$ cat config.mk
export PLATFORM = sky130hd
export DESIGN_NAME = tls_line_sup
export DESIGN_NICKNAME = d
export VERILOG_FILES = /design/src/tls_pkg.sv /design/src/tls_line_sup.sv
export SDC_FILE = /design/constraint.sdc
export NUM_CORES = 1
export LEC_CHECK = 0
export BUFFER_PORTS_ARGS = -buffer_cell sky130_fd_sc_hd__buf_2
export CAP_MARGIN = 20
export CORE_MARGIN = 10
export CORE_UTILIZATION = 50
export CTS_CLUSTER_DIAMETER = 40
export DETAILED_ROUTE_END_ITERATION = 7
export PLACE_DENSITY = 0.72
export SLEW_MARGIN = 10
export SYNTH_ARGS = -nofsm -noshare
export SYNTH_HDL_FRONTEND = slang
export SYNTH_SLANG_ARGS = --single-unit
$ cat constraint.sdc
create_clock -name clk -period 3.3 [get_ports clk]
set_clock_uncertainty 0.15 [all_clocks]
set_input_delay 0.165 -clock clk [delete_from_list [all_inputs] [get_ports clk]]
set_output_delay 0.165 -clock clk [all_outputs]
set_load 0.1 [all_outputs]
$ cat src/tls_pkg.sv
`default_nettype none
package tls_pkg;
  localparam int CLK_HZ = 25_000_000;
  localparam int BAUD = 120_000;
  localparam int SYM_DIV = CLK_HZ / BAUD;
  localparam int SCR_LEN = 23;
  localparam int TAP_A = 5;
  localparam int TAP_B = 18;
  localparam int SUPV_RUN = 32;
  localparam int RDS_MIN = 1;
  localparam int RDS_MAX = 4;
  localparam int RDS_HI_LOAD = 3;
  localparam int RDS_LO_LOAD = 1;
  localparam int BLK_LAST = 2;
  localparam int DSC_SYNC = 23;
  localparam int TONE_PERIODS = 16;
  localparam int TONE_HALF = 8;
  localparam int TONE_SYMS = TONE_PERIODS * 2 * TONE_HALF;
  localparam int FRAMES_DET = 8;
  localparam int ONES_RUN = 16;
  localparam int WAKE_EDGES = 14;
  localparam int F_LO_HZ = 6150;
  localparam int F_HI_HZ = 8890;
  localparam int PER_MAX = CLK_HZ / F_LO_HZ;
  localparam int PER_MIN = (CLK_HZ + F_HI_HZ - 1) / F_HI_HZ;
  localparam int QUIET_US = 390;
  localparam int QUIET_CYC = CLK_HZ / 1_000_000 * QUIET_US;
  localparam int BURST_US = 1000;
  localparam int BURST_CYC = CLK_HZ / 1_000_000 * BURST_US;
  localparam int FIFO_W = 4;
  localparam int FIFO_D = 32;
  typedef enum logic [1:0] {T_ZERO = 2'h0, T_POS = 2'h1, T_NEG = 2'h3} tls_tern_e;
  typedef enum logic [5:0] {
    EL_IDLE = 6'h01, EL_TONE = 6'h02, EL_UNFR0 = 6'h04,
    EL_FRM0 = 6'h08, EL_ONES = 6'h10, EL_DATA = 6'h20
  } tls_el_e;
  typedef enum logic [1:0] {W_HUNT = 2'h1, W_QUIET = 2'h2} tls_wake_e;
  typedef struct packed {logic vld; tls_tern_e sym;} tls_sym_s;
  typedef struct packed {logic vld; logic [3:0] nib;} tls_nib_s;
endpackage : tls_pkg
`default_nettype wire
$ cat src/tls_line_sup.sv
// Overview of operation
// Running sum adds +1, 0 or -1 per received ternary symbol.
// Block end with sum below one or above four flags a code violation.
// A received all-zero three-symbol block flags a code violation.
// Error-free block end keeps the sum as next expected column.
// At block start, sum above 4 reloads 3; sum 0 or less reloads 1.
// Transmit binary data is scrambled with a 23-stage polynomial before coding.
// Scrambler forces a stored bit change on constant output.
// Receive data is self-synchronously descrambled; synchronised after 23 symbols.
// Wake tones are 16 periods of 8 positive then 8 negative symbols.
// Unframed zero elements scramble zeros and send zero instead of sync word.
// Framed zero elements scramble zeros and insert the sync word.
// Ones element scrambled and framed; downstream it lasts 1 ms.
// Active elements send scrambled system data framed with the sync word.
// Idle element sends continuous ternary zero with no frame.
// Constant zeros or ones reported after 8 consecutive frames.
// Subscriber end reports ones burst after 16 consecutive ones.
// Idle reported after one whole frame of zero line level.
// Activating end sends the tone; far end detects and answers likewise.
// Wake detector accepts edge periods between 6.15 kHz and 8.89 kHz.
// After 14 in-range rising edges, wait 0.39 ms quiet before starting.
// A received all-zero ternary block decodes to binary zero.
// Taps at stages 5 and 23 or 18 and 23 by direction.
// Each code violation is a one-cycle flag.
`timescale 1ns/100ps
`default_nettype none
module tls_fifo #(
  parameter int W = 4,
  parameter int D = 32
) (
  // Clock and reset
  input wire logic clk,
  input wire logic rst,
  // Fill side
  input wire logic in_vld,
  input wire logic [W-1:0] in_data,
  output logic in_rdy,
  // Drain side
  output logic out_vld,
  output logic [W-1:0] out_data,
  input wire logic out_rdy
);
  localparam int AW = $clog2(D);
  logic [W-1:0] mem [D];
  logic [AW-1:0] wp_q, rp_q;
  logic [AW:0] cnt_q, cnt_d;
  logic push, pop;
  assign push = in_vld && in_rdy;
  assign pop = out_vld && out_rdy;
  assign out_vld = cnt_q != '0;
  assign out_data = mem[rp_q];
  assign cnt_d = cnt_q + (AW + 1)'(push) - (AW + 1)'(pop);
  always_ff @(posedge clk) begin
    if (push) mem[wp_q] <= in_data;
  end
  always_ff @(posedge clk) begin
    if (rst) begin
      wp_q <= '0;
      rp_q <= '0;
      cnt_q <= '0;
      in_rdy <= 1'b0;
    end else begin
      wp_q <= wp_q + AW'(push);
      rp_q <= rp_q + AW'(pop);
      cnt_q <= cnt_d;
      // Registered ready still lets all D slots fill and keeps the port glitch free
      in_rdy <= cnt_d < (AW + 1)'(D);
    end
  end
endmodule : tls_fifo

module tls_line_sup #(
  parameter int QUIET_CYCLES = tls_pkg::QUIET_CYC,
  parameter int BURST_CYCLES = tls_pkg::BURST_CYC
) (
  // Clock and reset
  input wire logic clk,
  input wire logic rst,
  // Mode
  input wire logic is_exch,
  input wire tls_pkg::tls_el_e tx_el,
  // Transmit data from system side
  input wire logic tx_in_vld,
  input wire logic [3:0] tx_in_data,
  output logic tx_in_rdy,
  // Toward block coder and line
  input wire logic coder_req,
  output var tls_pkg::tls_nib_s tx_nib_q,
  output logic tx_sync_q,
  output var tls_pkg::tls_sym_s tx_sym_q,
  output logic tone_done_q,
  output logic ones_done_q,
  // Receive path
  input wire tls_pkg::tls_sym_s rx_sym,
  input wire logic rx_align,
  input wire tls_pkg::tls_nib_s rx_nib,
  input wire logic rx_frame,
  input wire logic line_pos,
  // Supervision results
  output logic cv_q,
  output logic [2:0] rds_col_q,
  output var tls_pkg::tls_nib_s rx_out_q,
  output logic rx_sync_q,
  output logic det_zero_q,
  output logic det_ones_q,
  output logic det_burst_q,
  output logic det_idle_q,
  output logic wake_q
);
  import tls_pkg::*;

  function automatic logic [26:0] scr4(input logic [22:0] r, input logic [3:0] d,
                                       input logic alt, input logic desc);
    logic [22:0] s;
    logic [3:0] o;
    logic b;
    s = r;
    o = '0;
    // First bit sent is the nibble's MSB
    for (int i = 3; i >= 0; i--) begin
      b = d[i] ^ s[alt ? TAP_B - 1 : TAP_A - 1] ^ s[SCR_LEN - 1];
      o[i] = b;
      s = {s[SCR_LEN-2:0], desc ? d[i] : b};
    end
    return {s, o};
  endfunction : scr4

  function automatic logic [2:0] trail1(input logic [3:0] n);
    return n[0] ? (n[1] ? (n[2] ? 3'h3 : 3'h2) : 3'h1) : 3'h0;
  endfunction : trail1

  // Symbol-rate enable
  logic [7:0] div_q;
  logic sym_en;
  assign sym_en = div_q == 8'(SYM_DIV - 1);
  // Restarts with each tone so that its first symbol lasts a full period
  always_ff @(posedge clk) begin
    if (rst || sym_en || tx_el != EL_TONE) div_q <= '0;
    else div_q <= div_q + 8'h01;
  end

  // Transmit source and scrambler
  logic f_vld, f_rdy, force_chg, burst_live;
  logic [3:0] f_data, src;
  logic [22:0] scr_q;
  logic [26:0] sc;
  logic [5:0] run_q;
  logic last_q, framed, src_ok;
  logic [15:0] burst_q;
  tls_fifo #(.W(FIFO_W), .D(FIFO_D)) u_fifo (
    .clk(clk), .rst(rst), .in_vld(tx_in_vld), .in_data(tx_in_data),
    .in_rdy(tx_in_rdy), .out_vld(f_vld), .out_data(f_data), .out_rdy(f_rdy)
  );
  assign f_rdy = coder_req && tx_el == EL_DATA;
  assign burst_live = !is_exch || !ones_done_q;
  // user data source
  assign src = tx_el == EL_DATA ? f_data : (tx_el == EL_ONES && burst_live ? 4'hF : 4'h0);
  assign src_ok = tx_el != EL_DATA || f_vld;
  // forced bit change
  assign force_chg = run_q >= 6'(SUPV_RUN);
  // transmit scramble
  assign sc = scr4(scr_q ^ {22'h00_0000, force_chg}, src, is_exch, 1'b0);
  // sync word only in framed elements
  assign framed = tx_el == EL_FRM0 || tx_el == EL_ONES || tx_el == EL_DATA;
  always_ff @(posedge clk) begin
    if (rst) begin
      scr_q <= '0;
      run_q <= '0;
      last_q <= 1'b0;
      tx_nib_q <= '0;
      tx_sync_q <= 1'b0;
    end else begin
      tx_sync_q <= framed;
      tx_nib_q.vld <= 1'b0;
      if (coder_req && framed | tx_el == EL_UNFR0 && src_ok) begin
        scr_q <= sc[26:4];
        tx_nib_q <= '{vld: 1'b1, nib: sc[3:0]};
        last_q <= sc[0];
        run_q <= sc[3:0] == {4{last_q}} ? (force_chg ? run_q : run_q + 6'h04) : '0;
      end
    end
  end

  // downstream ones element timer
  always_ff @(posedge clk) begin
    if (rst || tx_el != EL_ONES) begin
      burst_q <= '0;
      ones_done_q <= 1'b0;
    end else begin
      ones_done_q <= ones_done_q || burst_q == 16'(BURST_CYCLES - 1);
      if (!ones_done_q) burst_q <= burst_q + 16'h0001;
    end
  end

  // tone and R14 idle symbols
  logic [7:0] tone_cnt_q;
  logic tone_fin_q;
  always_ff @(posedge clk) begin
    if (rst || tx_el != EL_TONE) begin
      tone_cnt_q <= '0;
      tone_fin_q <= 1'b0;
      tone_done_q <= 1'b0;
    end else begin
      tone_done_q <= sym_en && !tone_fin_q && tone_cnt_q == 8'(TONE_SYMS - 1);
      if (sym_en && !tone_fin_q) begin
        tone_cnt_q <= tone_cnt_q + 8'h01;
        tone_fin_q <= tone_cnt_q == 8'(TONE_SYMS - 1);
      end
    end
  end
  always_ff @(posedge clk) begin
    if (rst) begin
      tx_sym_q <= '{vld: 1'b1, sym: T_ZERO};
    end else begin
      tx_sym_q.vld <= tx_el == EL_IDLE || tx_el == EL_TONE;
      if (tx_el == EL_TONE && !tone_fin_q) begin
        tx_sym_q.sym <= (tone_cnt_q / 8'(TONE_HALF)) % 8'h02 == 8'h00 ? T_POS : T_NEG;
      end else begin
        tx_sym_q.sym <= T_ZERO;
      end
    end
  end

  // Running sum monitor
  logic [1:0] pos_q, pos;
  logic signed [3:0] rds_q, base, sum_n;
  logic allz_q, allz_n, blk_end, viol;
  assign pos = rx_align ? 2'h0 : pos_q;
  // resynchronising reload
  assign base = pos != 2'h0 ? rds_q : (rds_q > 4'(RDS_MAX) ? 4'(RDS_HI_LOAD) :
                (rds_q <= 4'sh0 ? 4'(RDS_LO_LOAD) : rds_q));
  // symbol polarity sum
  assign sum_n = base + (rx_sym.sym == T_POS ? 4'sh1 : (rx_sym.sym == T_NEG ? -4'sh1 : 4'sh0));
  assign allz_n = (pos == 2'h0 || allz_q) && rx_sym.sym == T_ZERO;
  assign blk_end = rx_sym.vld && pos == 2'(BLK_LAST);
  // violation causes
  assign viol = sum_n < 4'(RDS_MIN) || sum_n > 4'(RDS_MAX) || allz_n;
  always_ff @(posedge clk) begin
    if (rst) begin
      pos_q <= '0;
      rds_q <= 4'(RDS_LO_LOAD);
      allz_q <= 1'b0;
      cv_q <= 1'b0;
      rds_col_q <= 3'(RDS_LO_LOAD);
    end else begin
      // one-cycle flag
      cv_q <= blk_end && viol;
      if (rx_sym.vld) begin
        pos_q <= blk_end ? 2'h0 : pos + 2'h1;
        // sum carried forward
        rds_q <= sum_n;
        allz_q <= allz_n;
        if (blk_end && !viol) rds_col_q <= sum_n[2:0];
      end
    end
  end

  // descrambler; zero nibbles pass as zeros from the decoder
  logic [22:0] dsc_q;
  logic [26:0] dc;
  logic [4:0] dsync_q;
  assign dc = scr4(dsc_q, rx_nib.nib, !is_exch, 1'b1);
  always_ff @(posedge clk) begin
    if (rst) begin
      dsc_q <= '0;
      dsync_q <= '0;
      rx_out_q <= '0;
      rx_sync_q <= 1'b0;
    end else begin
      rx_out_q <= '{vld: rx_nib.vld, nib: dc[3:0]};
      rx_sync_q <= dsync_q >= 5'(DSC_SYNC);
      if (rx_nib.vld) begin
        dsc_q <= dc[26:4];
        if (dsync_q < 5'(DSC_SYNC)) dsync_q <= dsync_q + 5'h04;
      end
    end
  end

  // element detectors
  logic fz_q, fo_q, fl_q, seen_q;
  logic [3:0] zfr_q, ofr_q;
  logic [4:0] run1_q, run1_n;
  assign run1_n = rx_out_q.nib == 4'hF ? (run1_q >= 5'(ONES_RUN) ? run1_q : run1_q + 5'h04) :
                  {2'h0, trail1(rx_out_q.nib)};
  always_ff @(posedge clk) begin
    if (rst) begin
      {fz_q, fo_q, fl_q, seen_q} <= 4'hF;
      {zfr_q, ofr_q} <= '0;
      run1_q <= '0;
      {det_zero_q, det_ones_q, det_burst_q, det_idle_q} <= 4'h0;
    end else begin
      // consecutive ones run
      if (rx_out_q.vld && rx_sync_q) run1_q <= run1_n;
      det_burst_q <= run1_q >= 5'(ONES_RUN);
      if (rx_frame) begin
        // eight constant frames
        zfr_q <= fz_q && !seen_q ? (zfr_q < 4'(FRAMES_DET) ? zfr_q + 4'h1 : zfr_q) : '0;
        ofr_q <= fo_q && !seen_q ? (ofr_q < 4'(FRAMES_DET) ? ofr_q + 4'h1 : ofr_q) : '0;
        det_zero_q <= fz_q && !seen_q && zfr_q >= 4'(FRAMES_DET - 1);
        det_ones_q <= fo_q && !seen_q && ofr_q >= 4'(FRAMES_DET - 1);
        // one zero-level frame
        det_idle_q <= fl_q;
        {fz_q, fo_q, fl_q, seen_q} <= 4'hF;
      end
      if (rx_out_q.vld) begin
        seen_q <= !rx_sync_q;
        fz_q <= fz_q && rx_out_q.nib == 4'h0 && rx_sync_q;
        fo_q <= fo_q && rx_out_q.nib == 4'hF && rx_sync_q;
      end
      if (rx_sym.vld && rx_sym.sym != T_ZERO) fl_q <= 1'b0;
    end
  end

  // Wake tone detector
  tls_wake_e st_q;
  logic pos_d_q, rise, fall, in_rng;
  logic [12:0] per_q;
  logic [3:0] edges_q;
  logic [15:0] qcnt_q;
  assign rise = line_pos && !pos_d_q;
  assign fall = !line_pos && pos_d_q;
  // period window
  assign in_rng = per_q >= 13'(PER_MIN) && per_q <= 13'(PER_MAX);
  always_ff @(posedge clk) begin
    if (rst) begin
      st_q <= W_HUNT;
      pos_d_q <= 1'b0;
      per_q <= 13'(PER_MAX + 1);
      edges_q <= '0;
      qcnt_q <= '0;
      wake_q <= 1'b0;
    end else begin
      pos_d_q <= line_pos;
      wake_q <= 1'b0;
      if (rise) per_q <= 13'h0001;
      else if (per_q <= 13'(PER_MAX)) per_q <= per_q + 13'h0001;
      case (st_q)
        W_HUNT: begin
          // count in-range rising edges
          if (rise) edges_q <= in_rng ? edges_q + 4'h1 : '0;
          else if (per_q > 13'(PER_MAX)) edges_q <= '0;
          if (rise && in_rng && edges_q == 4'(WAKE_EDGES - 1)) begin
            st_q <= W_QUIET;
            qcnt_q <= '0;
          end
        end
        W_QUIET: begin
          // quiet gap then start activation
          qcnt_q <= fall ? '0 : qcnt_q + 16'h0001;
          if (!fall && qcnt_q == 16'(QUIET_CYCLES - 1)) begin
            wake_q <= 1'b1;
            st_q <= W_HUNT;
            edges_q <= '0;
          end
        end
        default: st_q <= W_HUNT;
      endcase
    end
  end
endmodule : tls_line_sup
`default_nettype wire

# ---- Word-level counts from Yosys, hierarchy flattened
# Memory sizes are Yosys's and may differ from the RTL's. A register that Yosys moved wholly into a read port is not among the register bits.
# Index checks and enable logic that the tools add are counted.
dict set report word_totals {
  ff_bits 194
  latchBits 0
  mem_bits_rw 128
  rom_bits 0
  inputBits 26
  out_inout_bits 27
  wordCells 274
  mem_count 1
}
# name words word_bits rd rd_clocked_by_memory_dff wr line
set mem_list {}
lappend mem_list {u_fifo.mem 32 4 1 1 1 tls_line_sup.sv:44} ;# logic [W-1:0] mem [D];
dict set report op_classes {
  addsub 17
  n_mul 0
  div_mod_pow 0
  magnitude_cmp 18
  eq_ne 28
  shift 0
  mux 70
  bitwise 20
  reduce_logical 74
}
# operator n
set ops {}
lappend ops {{$mux 4} 15}
lappend ops {{$bmux 1 s5} 8}
lappend ops {{$add 16x1->16 const B} 2}
lappend ops {{$mux 16} 2}
lappend ops {{$pmux 16 s2} 1}
lappend ops {{$mux 5} 6}
lappend ops {{$logic_and 1x1->1} 29}
lappend ops {{$mux 1} 25}
lappend ops {{$mux 12} 2}
lappend ops {{$xor 23x1->23} 1}
lappend ops {{$add 8x1->8 const B} 2}
lappend ops {{$eq 16x14->1 const B} 1}
lappend ops {{$eq 16x15->1 const B} 1}
lappend ops {{$eq 8x8->1 const B} 2}
lappend ops {{$reduce_and 2->1} 8}
lappend ops {{$xor 1x1->1} 16}
lappend ops {{$mux 2} 7}
lappend ops {{$add 13x1->13 const B} 1}
lappend ops {{$ge 13x12->1 const B} 1}
lappend ops {{$gt 13x12->1 const B} 1}
lappend ops {{$le 13x12->1 const B} 1}
lappend ops {{$logic_or 1x1->1} 13}
lappend ops {{$add 4x1->4 const B} 3}
lappend ops {{$lt 5x6->1 const B} 2}
lappend ops {{other kinds (45)} 77}

# ---- Depth between registers and ports, before layout
# Gate-level depths: netlist of the first run.
dict set report logic_depth {
  ltp_word 25
  ltp_mapped 15
}

# ---- Hierarchy
# Synthesis of the first run repeated with hierarchy kept, for this count alone.
dict set report hier_totals {
  cells_unflattened 1244
  hier_area_um2 13474.2
}
# mod instances cells_per_inst area_each_um2 seq_area_each_um2
set by_module_without_submodules {}
lappend by_module_without_submodules {tls_line_sup 1 851 7400.8 3323.2}
lappend by_module_without_submodules {tls_fifo 1 393 6073.3 4184.0}

# ---- Worst setup path before layout of the first run
# OpenSTA, ideal clock, no wires.
dict set report synth_path {
  kind {register -> register}
  startpoint {register ones_done_q}
  endpoint {register run_q[2]}
  setup_ns 0.070
  arrival_ns 2.806
  slack_ns 0.273
  path_stages_with_launch 11
  path_buffers 1
  period_less_slack_ns 3.027
  cell_sequence {dfxtp_1 -> clkbuf_1 -> a211oi_1 -> a21o_1 -> a311o_1 -> o221ai_2 -> xnor2_1 -> nand2b_4 -> nor4b_4 -> o22ai_1 -> a21oi_1}
}
dict set report synth_via {
  elab_chain_cells 25
  word_cells_on_any_way 26
}
# item line
set synth_lines {}
lappend synth_lines {{from (decl)} tls_line_sup.sv:92} ;# output logic ones_done_q,
lappend synth_lines {{from (signal assigned)} tls_line_sup.sv:190} ;# ones_done_q <= ones_done_q || burst_q == 16'(BURST_CYCLES - 1);
lappend synth_lines {{$logic_not 1->1 *} -}
lappend synth_lines {{$logic_or 1x1->1 *} tls_line_sup.sv:155} ;# assign burst_live = !is_exch || !ones_done_q;
lappend synth_lines {{$logic_and 1x1->1 *} tls_line_sup.sv:157} ;# assign src = tx_el == EL_DATA ? f_data : (tx_el == EL_ONES && burst_live ? 4'hF : 4'h0);
lappend synth_lines {{$mux 4 * (2 in series)} tls_line_sup.sv:157}
lappend synth_lines {{$xor 1x1->1 (2 in series)} tls_line_sup.sv:121} ;# b = d[i] ^ s[alt ? TAP_B - 1 : TAP_A - 1] ^ s[SCR_LEN - 1];
lappend synth_lines {{$bmux 1 s5} tls_line_sup.sv:121}
lappend synth_lines {{$mux 1 (2 in series)} tls_line_sup.sv:121}
lappend synth_lines {{$xor 1x1->1 (2 in series)} tls_line_sup.sv:121}
lappend synth_lines {{$bmux 1 s5} tls_line_sup.sv:121}
lappend synth_lines {{$mux 1 (2 in series)} tls_line_sup.sv:121}
lappend synth_lines {{$xor 1x1->1 (2 in series)} tls_line_sup.sv:121}
lappend synth_lines {{$bmux 1 s5} tls_line_sup.sv:121}
lappend synth_lines {{$mux 1 (2 in series)} tls_line_sup.sv:121}
lappend synth_lines {{$xor 1x1->1 (2 in series)} tls_line_sup.sv:121}
lappend synth_lines {{$eq 4x4->1 *} tls_line_sup.sv:179} ;# run_q <= sc[3:0] == {4{last_q}} ? (force_chg ? run_q : run_q + 6'h04) : '0;
lappend synth_lines {{$ne 2x2->1 (no source line)} -}
lappend synth_lines {{$reduce_and 2->1 (no source line)} -}
lappend synth_lines {{to (signal assigned)} tls_line_sup.sv:179}
lappend synth_lines {{to (decl)} tls_line_sup.sv:147} ;# logic [5:0] run_q;
# Every way passes the cells marked *; elsewhere a longest branch is shown, timed or not. The select of a mux whose other input is x is not followed.
# A chain may end at the register's enable or synchronous reset.

# ---- Worst setup path after layout of the first run
dict set report layout_path {
  startpoint {register pos_q[0]}
  endpoint {register cv_q}
}
dict set report layout_via {
  elab_chain_cells 8
  word_cells_on_any_way 14
}
# item line
set layout_lines {}
lappend layout_lines {{from (decl)} tls_line_sup.sv:225} ;# logic [1:0] pos_q, pos;
lappend layout_lines {{from (signal assigned)} tls_line_sup.sv:249} ;# pos_q <= blk_end ? 2'h0 : pos + 2'h1;
lappend layout_lines {{$mux 2 *} tls_line_sup.sv:228} ;# assign pos = rx_align ? 2'h0 : pos_q;
lappend layout_lines {{$reduce_bool 2->1} tls_line_sup.sv:230} ;# assign base = pos != 2'h0 ? rds_q : (rds_q > 4'(RDS_MAX) ? 4'(RDS_HI_LOAD) :
lappend layout_lines {{$mux 4} tls_line_sup.sv:230}
lappend layout_lines {{$add 4x4->4} tls_line_sup.sv:233} ;# assign sum_n = base + (rx_sym.sym == T_POS ? 4'sh1 : (rx_sym.sym == T_NEG ? -4'sh1 : 4'sh0));
lappend layout_lines {{$lt 4x2->1 / $gt 4x4->1 (equally long branches)} tls_line_sup.sv:237} ;# assign viol = sum_n < 4'(RDS_MIN) || sum_n > 4'(RDS_MAX) || allz_n;
lappend layout_lines {{$logic_or 1x1->1 (2 in series)} tls_line_sup.sv:237}
lappend layout_lines {{$logic_and 1x1->1 *} tls_line_sup.sv:247} ;# cv_q <= blk_end && viol;
lappend layout_lines {{to (signal assigned)} tls_line_sup.sv:247}
lappend layout_lines {{to (decl)} tls_line_sup.sv:100} ;# output logic cv_q,
# Every way passes the cells marked *; elsewhere a longest branch is shown, timed or not.

==> results_dict.tcl, run 1 <==
set metrics [dict create \
    nFillCells 2125 \
    layout-drive-gt1-share 0.142 \
    crit_type "reg2reg" \
    clkLatencyLatePin_ns 0.54 \
    muxShareOfSynthArea 0.0894 \
    max_stage_delay_ns 0.58 \
    io_pins 53 \
    ys_seq_area_frac 0.564 \
    relSlewSlack 0.490 \
    slowest_stage "dlygate4sd3_1" \
    min_from "tx_in_data[1]" \
    cts_setup_buffers 0 \
    fmax_mhz 326 \
    drt_pre_antenna_iters 4 \
    cp_data_arrival_time_ns 3.34 \
    nets 1327 \
    status "completed" \
    setup_viol 0 \
    final_core_util 0.592 \
    r2r_cells 10 \
    worst_pin_slew_ns 0.765 \
    grt_pass1_vias 8765 \
    synth-adder-area-share 0.0321 \
    yosys_warnings 0 \
    grt_start_max_net_pins 79 \
    hold_violations 0 \
    drc 0 \
    rows 59 \
    areaGrowthSynthToFinish_pct 16.2 \
    worstPathCellList "nor2_1 -> or2_2 -> a31oi_1 -> a21oi_1 -> fa_1 -> xor2_2 -> xnor2_1 -> o311a_1 -> dlygate4sd3_1 -> nor3b_1" \
    maxCapViolations 0 \
    synth_top_cell_area_share 0.289 \
    hold-path-cell-count 1 \
    worstReg2RegStart "pos_q[0]" \
    grt_antenna_before_repair 2 \
    endpoint_kind "register" \
    dieArea_sq_um 33600 \
    cts_tree "built" \
    tns_ns 0 \
    rsz0062_at_grt "no" \
    sw_frac_of_total 0.237 \
    cp_top_family "simple AND/OR/NAND/NOR gates" \
    synth_flop_cell "dfxtp_1" \
    vias_per_cell 5.45 \
    clkTransAtPathRegs_ns 0.06 \
    cts_buffer_depth 3 \
    finalWeightedCongestion 0.830 \
    pwr-share-clk 0.474 \
    power.density_nw_per_um2 596 \
    ctsRootBufferMaster "clkbuf_16" \
    min_period_over_period 0.929 \
    grt_first_pass_wirelength_um 43600 \
    p_switching_mw 2.18 \
    drv_slew 0 \
    port_buffers 52 \
    cts_sinks 311 \
    holdWs_ns 0.0217 \
    drt_iter0_drc 573 \
    grtUsageTotal 0.156 \
    avgSynthCellArea_sq_um 11.1 \
    yosys.area_share.simple 0.162 \
    worstReg2RegEnd "cv_q" \
    start_util 0.510 \
    synth_area_sq_um 13300 \
    cts.htree.levels 2 \
    vias 8919 \
    p_int_mw 7.03 \
    synth.distinct_cells 69 \
    cp_num_buf_inv 1 \
    core_sq_um 26100 \
    postSynthCellCount 1195 \
    synth_compound_area_frac 0.0734 \
    post-dp-hpwl_um 17100 \
    synth_nets 1254 \
    final_cell_count_no_fill 1636 \
    p_leak_nw 5.54 \
    hold_path_end "u_fifo.mem[14][1]" \
    hold_path_class "in2reg" \
    die_h_um 183 \
    post-place-cells 1537 \
    routed_wl_um 26200 \
    wl_per_cell_um 16.0 \
    synth-edff-count 128 \
    synth_xor_area_frac 0.0519 \
    die_w_um 183 \
    async_flop_share 0 \
    synth_area_leader_cell "edfxtp_1" \
    synth_top_family_by_area "simple AND/OR/NAND/NOR gates" \
    cts_made_buffers 40 \
    comb_power_share 0.075 \
    peakVddDrop_mv 0.632 \
    drtAntennaViolNets 0 \
    p_seq_frac 0.451 \
    r2r_slack_ns 0.23 \
    fin_crit_ns 3.07 \
    ys_seq_elements 311 \
    netlist_top_cells_area "edfxtp_1, dfxtp_1, nor2_1" \
    critPathRequiredTime_ns 3.57 \
    gr-total-overflow 0 \
    cp_max_fo 4 \
    crit_path_start_kind "register" \
]
==> timing repair <==
action,4_1_cts,5_1_grt
resized for setup,0,1
endpoints found under the setup margin,0,1
hold buffers,24,0
hold endpoints to repair,71,0
==> layout by cell type (no fill, tap or decap), types with 5 or more instances in the layout <==
cell / Yosys / routed
dfxtp_1: 183 / 181
nor2_1: 180 / 180
edfxtp_1: 128 / 128
nand2_1: 93 / 93
a21oi_1: 59 / 59
mux2i_1: 59 / 59
buf_2: 8 / 51
xor2_1: 44 / 43
clkbuf_16: 0 / 41
xnor2_1: 33 / 33
ha_1: 31 / 31
o21ai_0: 28 / 28
nand3_1: 27 / 27
inv_1: 26 / 26
mux4_2: 25 / 25
dlygate4sd3_1: 0 / 24
nor2b_1: 23 / 23
nor3_1: 22 / 22
nand4_1: 18 / 18
or3_1: 14 / 14
buf_4: 9 / 11
o21bai_1: 10 / 10
a21o_1: 10 / 10
a211oi_1: 10 / 10
and3_1: 9 / 9
and2_1: 7 / 7
nand3b_1: 7 / 7
nand2b_1: 7 / 7
inv_6: 0 / 7
or2_2: 6 / 6
a31oi_1: 6 / 6
clkbuf_8: 0 / 6
o21a_1: 5 / 5
clkinvlp_4: 0 / 5
==> synthesized netlist by cell type (all sizes together), types with 9 or more instances <==
master / count
buf: 19
nand2: 93
mux4: 25
dfxtp: 183
nor2: 180
inv: 26
a21o: 11
mux2i: 59
a21oi: 59
nor3: 22
and3: 9
o21bai: 10
edfxtp: 128
or3: 15
a211oi: 10
clkbuf: 38
xor2: 44
nand4: 18
nand3: 28
xnor2: 34
nor2b: 23
ha: 31
o21ai: 31
==> sequential cells by signal, summed over array words and instances, names as in the netlist, 5 cells and up <==
name,cells
tone_cnt_q,8
u_fifo.mem,128
div_q,8
dsc_q,23
burst_q,16
scr_q,20
rx_out_q,5
u_fifo.rp_q,5
per_q,13
u_fifo.wp_q,5
u_fifo.cnt_q,6
qcnt_q,16
==> logic make-up after synthesis <==
kind of cell	Yosys count
buffers and inverters	83
and+or+nand+nor	447
muxes	87
AOI/OAI and AO/OA	156
adders and majority gates	33
xor gates and xnor gates	78
DFF	311
==> cell type report <==
| cell class | instances | area, sq um | area share |
|---|---|---|---|
| clock buffers | 50 | 1120 | 0.0724 |
| diodes | 1 | 2.50 | 0.000162 |
| multi-input cells | 801 | 5450 | 0.352 |
| repair buffers | 88 | 618 | 0.0399 |
| flip-flops and latches | 311 | 7510 | 0.485 |
| clock inverters | 24 | 254 | 0.0164 |
| inverters | 26 | 97.6 | 0.00631 |
| well taps | 335 | 419 | 0.0271 |
==> worst reg2reg max path, cell delays in order (launching register included) <==
cell and delay [ns]:
dfxtp_1 0.39, nor2_1 0.08, or2_2 0.31, a31oi_1 0.17, a21oi_1 0.09, fa_1 0.45, xor2_2 0.27, xnor2_1 0.11
o311a_1 0.14, dlygate4sd3_1 0.58, nor3b_1 0.23
==> how the worst max path moves through the flow <==
stage,start,endpoint,slack (ns),cells past startpoint
2_1_floorplan,ones_done_q,run_q[2],0.27,10
4_1_cts,pos_q[0],cv_q,0.27,10
3_3_place_gp,pos_q[0],rds_col_q[0],0.43,11
6_report,pos_q[0],cv_q,0.23,10
5_1_grt,tx_el[2],u_fifo.in_rdy,0.02,14
3_5_place_dp,tx_el[3],u_fifo.in_rdy,0.32,13
==> stage by stage <==
| stage | setup WS [ns] | area, sq um | total power, mW |
|---|---|---|---|
| final | 0.234 | 15500 | 9.22 |
| after global routing | 0.0187 | 15500 | 9.56 |
| after CTS | 0.273 | 15500 | 9.31 |
| after detailed placement | 0.323 | 13900 | 4.89 |
| after global placement | 0.427 | 13900 | 4.88 |
| after floorplan | 0.273 | 13300 | 4.72 |
==> power groups by stage <==
stage	logic [mW]	registers, mW	clock network, mW
final	0.691	4.15	4.37
after floorplan	0.421	4.30	0
after detailed placement	0.657	4.23	0
after global placement	0.646	4.23	0
after CTS	0.689	4.15	4.46
after global routing	0.774	4.16	4.62
==> routing by layer <==
layer / GRT usage / vias to the layer above / wire [um] / share of wire
li1: - / 4393 / - / -
met1: 0.204 / 4294 / 12100 / 0.46
met2: 0.248 / 182 / 12100 / 0.46
met3: 0.0356 / 50 / 1350 / 0.051
met4: 0.0570 / 0 / 616 / 0.024
met5: 0 / - / 0 / 0
(Power assumes the default switching activity.)
==> run 2: changes to the inputs <==
SYNTH_HIERARCHICAL = 1   (was unset)
==> run 2 against run 1 <==
Compared with the run above:
- sequential share of layout area is 0.64 points lower
- critical path depth unchanged
- final cell count grew 3.1%
- first-iteration DRC count grew 6.3%
- clock power up 4%
- register-to-register slack lost 0.098 ns
- worst hold slack improved by 0.0018 ns
- synthesized cell count rose by 4.1%
- global-route usage grew 0.40 points
- largest power group unchanged
- highest routed layer unchanged
==> results_dict.tcl, run 2 <==
set metrics [dict create \
    seqCellArea_sq_um 7510 \
    die_h_um 184 \
    post-place-ws_ns 0.0909 \
    grt_antenna_before_repair 0 \
    ys_top_cells_by_count "nor2_1, dfxtp_1, edfxtp_1, nand2_1, a21oi_1" \
    hold_path_class "in2reg" \
    grt_start_max_net_pins 51 \
    setup_viol 0 \
    final_cell_mix "nor2_1, dfxtp_1, edfxtp_1" \
    grt_pass1_vias 9042 \
    rsz0062_at_grt "yes" \
    start_util 0.504 \
    largest_reg_flops 128 \
    nFillCells 2165 \
    cts_buffer_depth 3 \
    clkLatencyLatePin_ns 0.53 \
    drv_slew 0 \
    drt_iter0_drc 609 \
    p_total_mw 9.45 \
    post-place-cells 1593 \
    layout-drive-gt1-share 0.117 \
    wl_per_cell_um 16.0 \
    p_leak_nw 5.62 \
    grtUsageTotal 0.160 \
    yosys_warnings 6 \
    io_pins 53 \
    grt_first_pass_wirelength_um 44600 \
    cts_sinks 311 \
    avgSynthCellArea_sq_um 10.8 \
    synth.distinct_cells 69 \
    fin_crit_ns 3.16 \
    final_cell_count_no_fill 1686 \
    yosysMostFrequentCell "nor2_1" \
    areaGrowthSynthToFinish_pct 16.4 \
    ys_seq_area_frac 0.557 \
    yosys.area_share.simple 0.173 \
    setup_slack_ns 0.136 \
    vias 9209 \
    drtAntennaViolNets 0 \
    hold-path-cell-count 1 \
    cp_data_arrival_time_ns 3.43 \
    synth-edff-count 128 \
    ctsRootBufferMaster "clkbuf_16" \
    dieArea_sq_um 33900 \
    routed_wl_um 27000 \
    vias_per_cell 5.46 \
    final_common_cell "nor2_1" \
    crit_type "reg2reg" \
    hold_violations 0 \
    worst_pin_slew_ns 0.843 \
    dpl_cell_area_sq_um 14000 \
    antennaDiodeCount 0 \
    cts_made_buffers 39 \
    synth_compound_area_frac 0.0787 \
    core_sq_um 26700 \
    endpoint_kind "register" \
    cp_max_fo 5 \
    crit_path_start_kind "register" \
    synth_xor_area_frac 0.0488 \
    synth_area_leader_cell "edfxtp_1" \
    gr-total-overflow 0 \
    postSynthCellCount 1244 \
    netlist_top_cells_area "edfxtp_1, dfxtp_1, mux2i_1" \
    synth_nets 1304 \
    status "completed" \
    multi_input_comb_area_sq_um 5610 \
    nets 1376 \
    port_buffers 52 \
    fin_area_sq_um 15700 \
    post-dp-hpwl_um 17500 \
    muxShareOfSynthArea 0.0818 \
    cts_tree "built" \
    synth_top_cell_area_share 0.285 \
    cts.htree.levels 2 \
    die_w_um 184 \
    rows 60 \
    power.density_nw_per_um2 602 \
    ys_seq_elements 311 \
    top_register "u_fifo/mem" \
    relSlewSlack 0.438 \
    fmax_mhz 316 \
    drc 0 \
    r2r_cells 10 \
    drt_pre_antenna_iters 5 \
    maxCapViolations 0 \
    async_flop_share 0 \
    critPathRequiredTime_ns 3.57 \
    largestRegisters "u_fifo/mem x128, dsc_q x23, scr_q x20" \
    synth_area_sq_um 13500 \
    min_period_over_period 0.959 \
    synth_flop_cell "dfxtp_1" \
    peakVddDrop_mv 0.510 \
    finalWeightedCongestion 0.812 \
    synth_top_family_by_area "simple AND/OR/NAND/NOR gates" \
    synth-adder-area-share 0.0327 \
    clkTransAtPathRegs_ns 0.06 \
]
[run 2: per-layer routing]
metal | track usage | vias to the layer above | wire length (um)
li1 | - | 4573 | -
met1 | 0.200 | 4416 | 12100
met2 | 0.273 | 175 | 13200
met3 | 0.0352 | 45 | 1190
met4 | 0.0426 | 0 | 554
met5 | 0 | - | 0
[run 2: timing repair]
item / 4_1_cts / 5_1_grt
endpoints found under the setup margin: 0 / 6
gates resized for setup: 0 / 8
hold endpoints to repair: 70 / 0
buffers inserted: 0 / 1
hold buffers: 22 / 0
[run 2: layout make-up]
type	instances	share of cell area
sequential	311	0.479
tap	341	0.0272
timing repair buffer	87	0.0381
inverter	33	0.00790
clock inverter	23	0.0215
multi-input combinational	844	0.358
clock buffer	47	0.0688
[run 2: metrics by stage]
step | TNS (ns) | utilization | hold WS [ns]
floorplan | 0 | - | 0.0924
global placement | 0 | 0.524 | 0.255
detailed placement | 0 | 0.524 | 0.282
CTS | 0 | 0.586 | 0.0186
global route | -0.0993 | 0.587 | 0.0410
finish | 0 | 0.587 | 0.0235
[run 2: worst paths after layout]
kind | startpoint | slack, ns | to
worst min register to register | div_q[0] | 0.30 | div_q[0]
worst min-delay path | tx_in_data[0] | 0.02 | u_fifo/mem[4][0]
worst max register to register | pos_q[0] | 0.14 | rds_col_q[0]
worst max-delay path | pos_q[0] | 0.14 | rds_col_q[0]
[run 2: power by group]
group | leakage, nW | switching [mW] | internal (mW)
sequential | 2.64 | 0.0555 | 4.08
clock | 0.696 | 1.64 | 2.91
combinational | 2.29 | 0.484 | 0.270
total | 5.62 | 2.18 | 7.27
[run 2: cells by family after synthesis]
logic type / after synthesis
AND/OR/NAND/NOR: 484
flip-flops: 311
AO/OA/AOI/OAI: 165
buffers and inverters: 89
multiplexers: 86
XOR/XNOR: 75
adder cells (fa/ha/maj): 34
[run 2: worst max-delay path, cell delays in order, from the launching register on]
cell	delay, ns
dfxtp_1	0.39
nor2_2	0.06
or2_4	0.25
a21oi_1	0.19
inv_1	0.08
fa_1	0.54
inv_1	0.07
o31a_1	0.31
xor2_2	0.16
or4_4	0.55
a211o_1	0.30
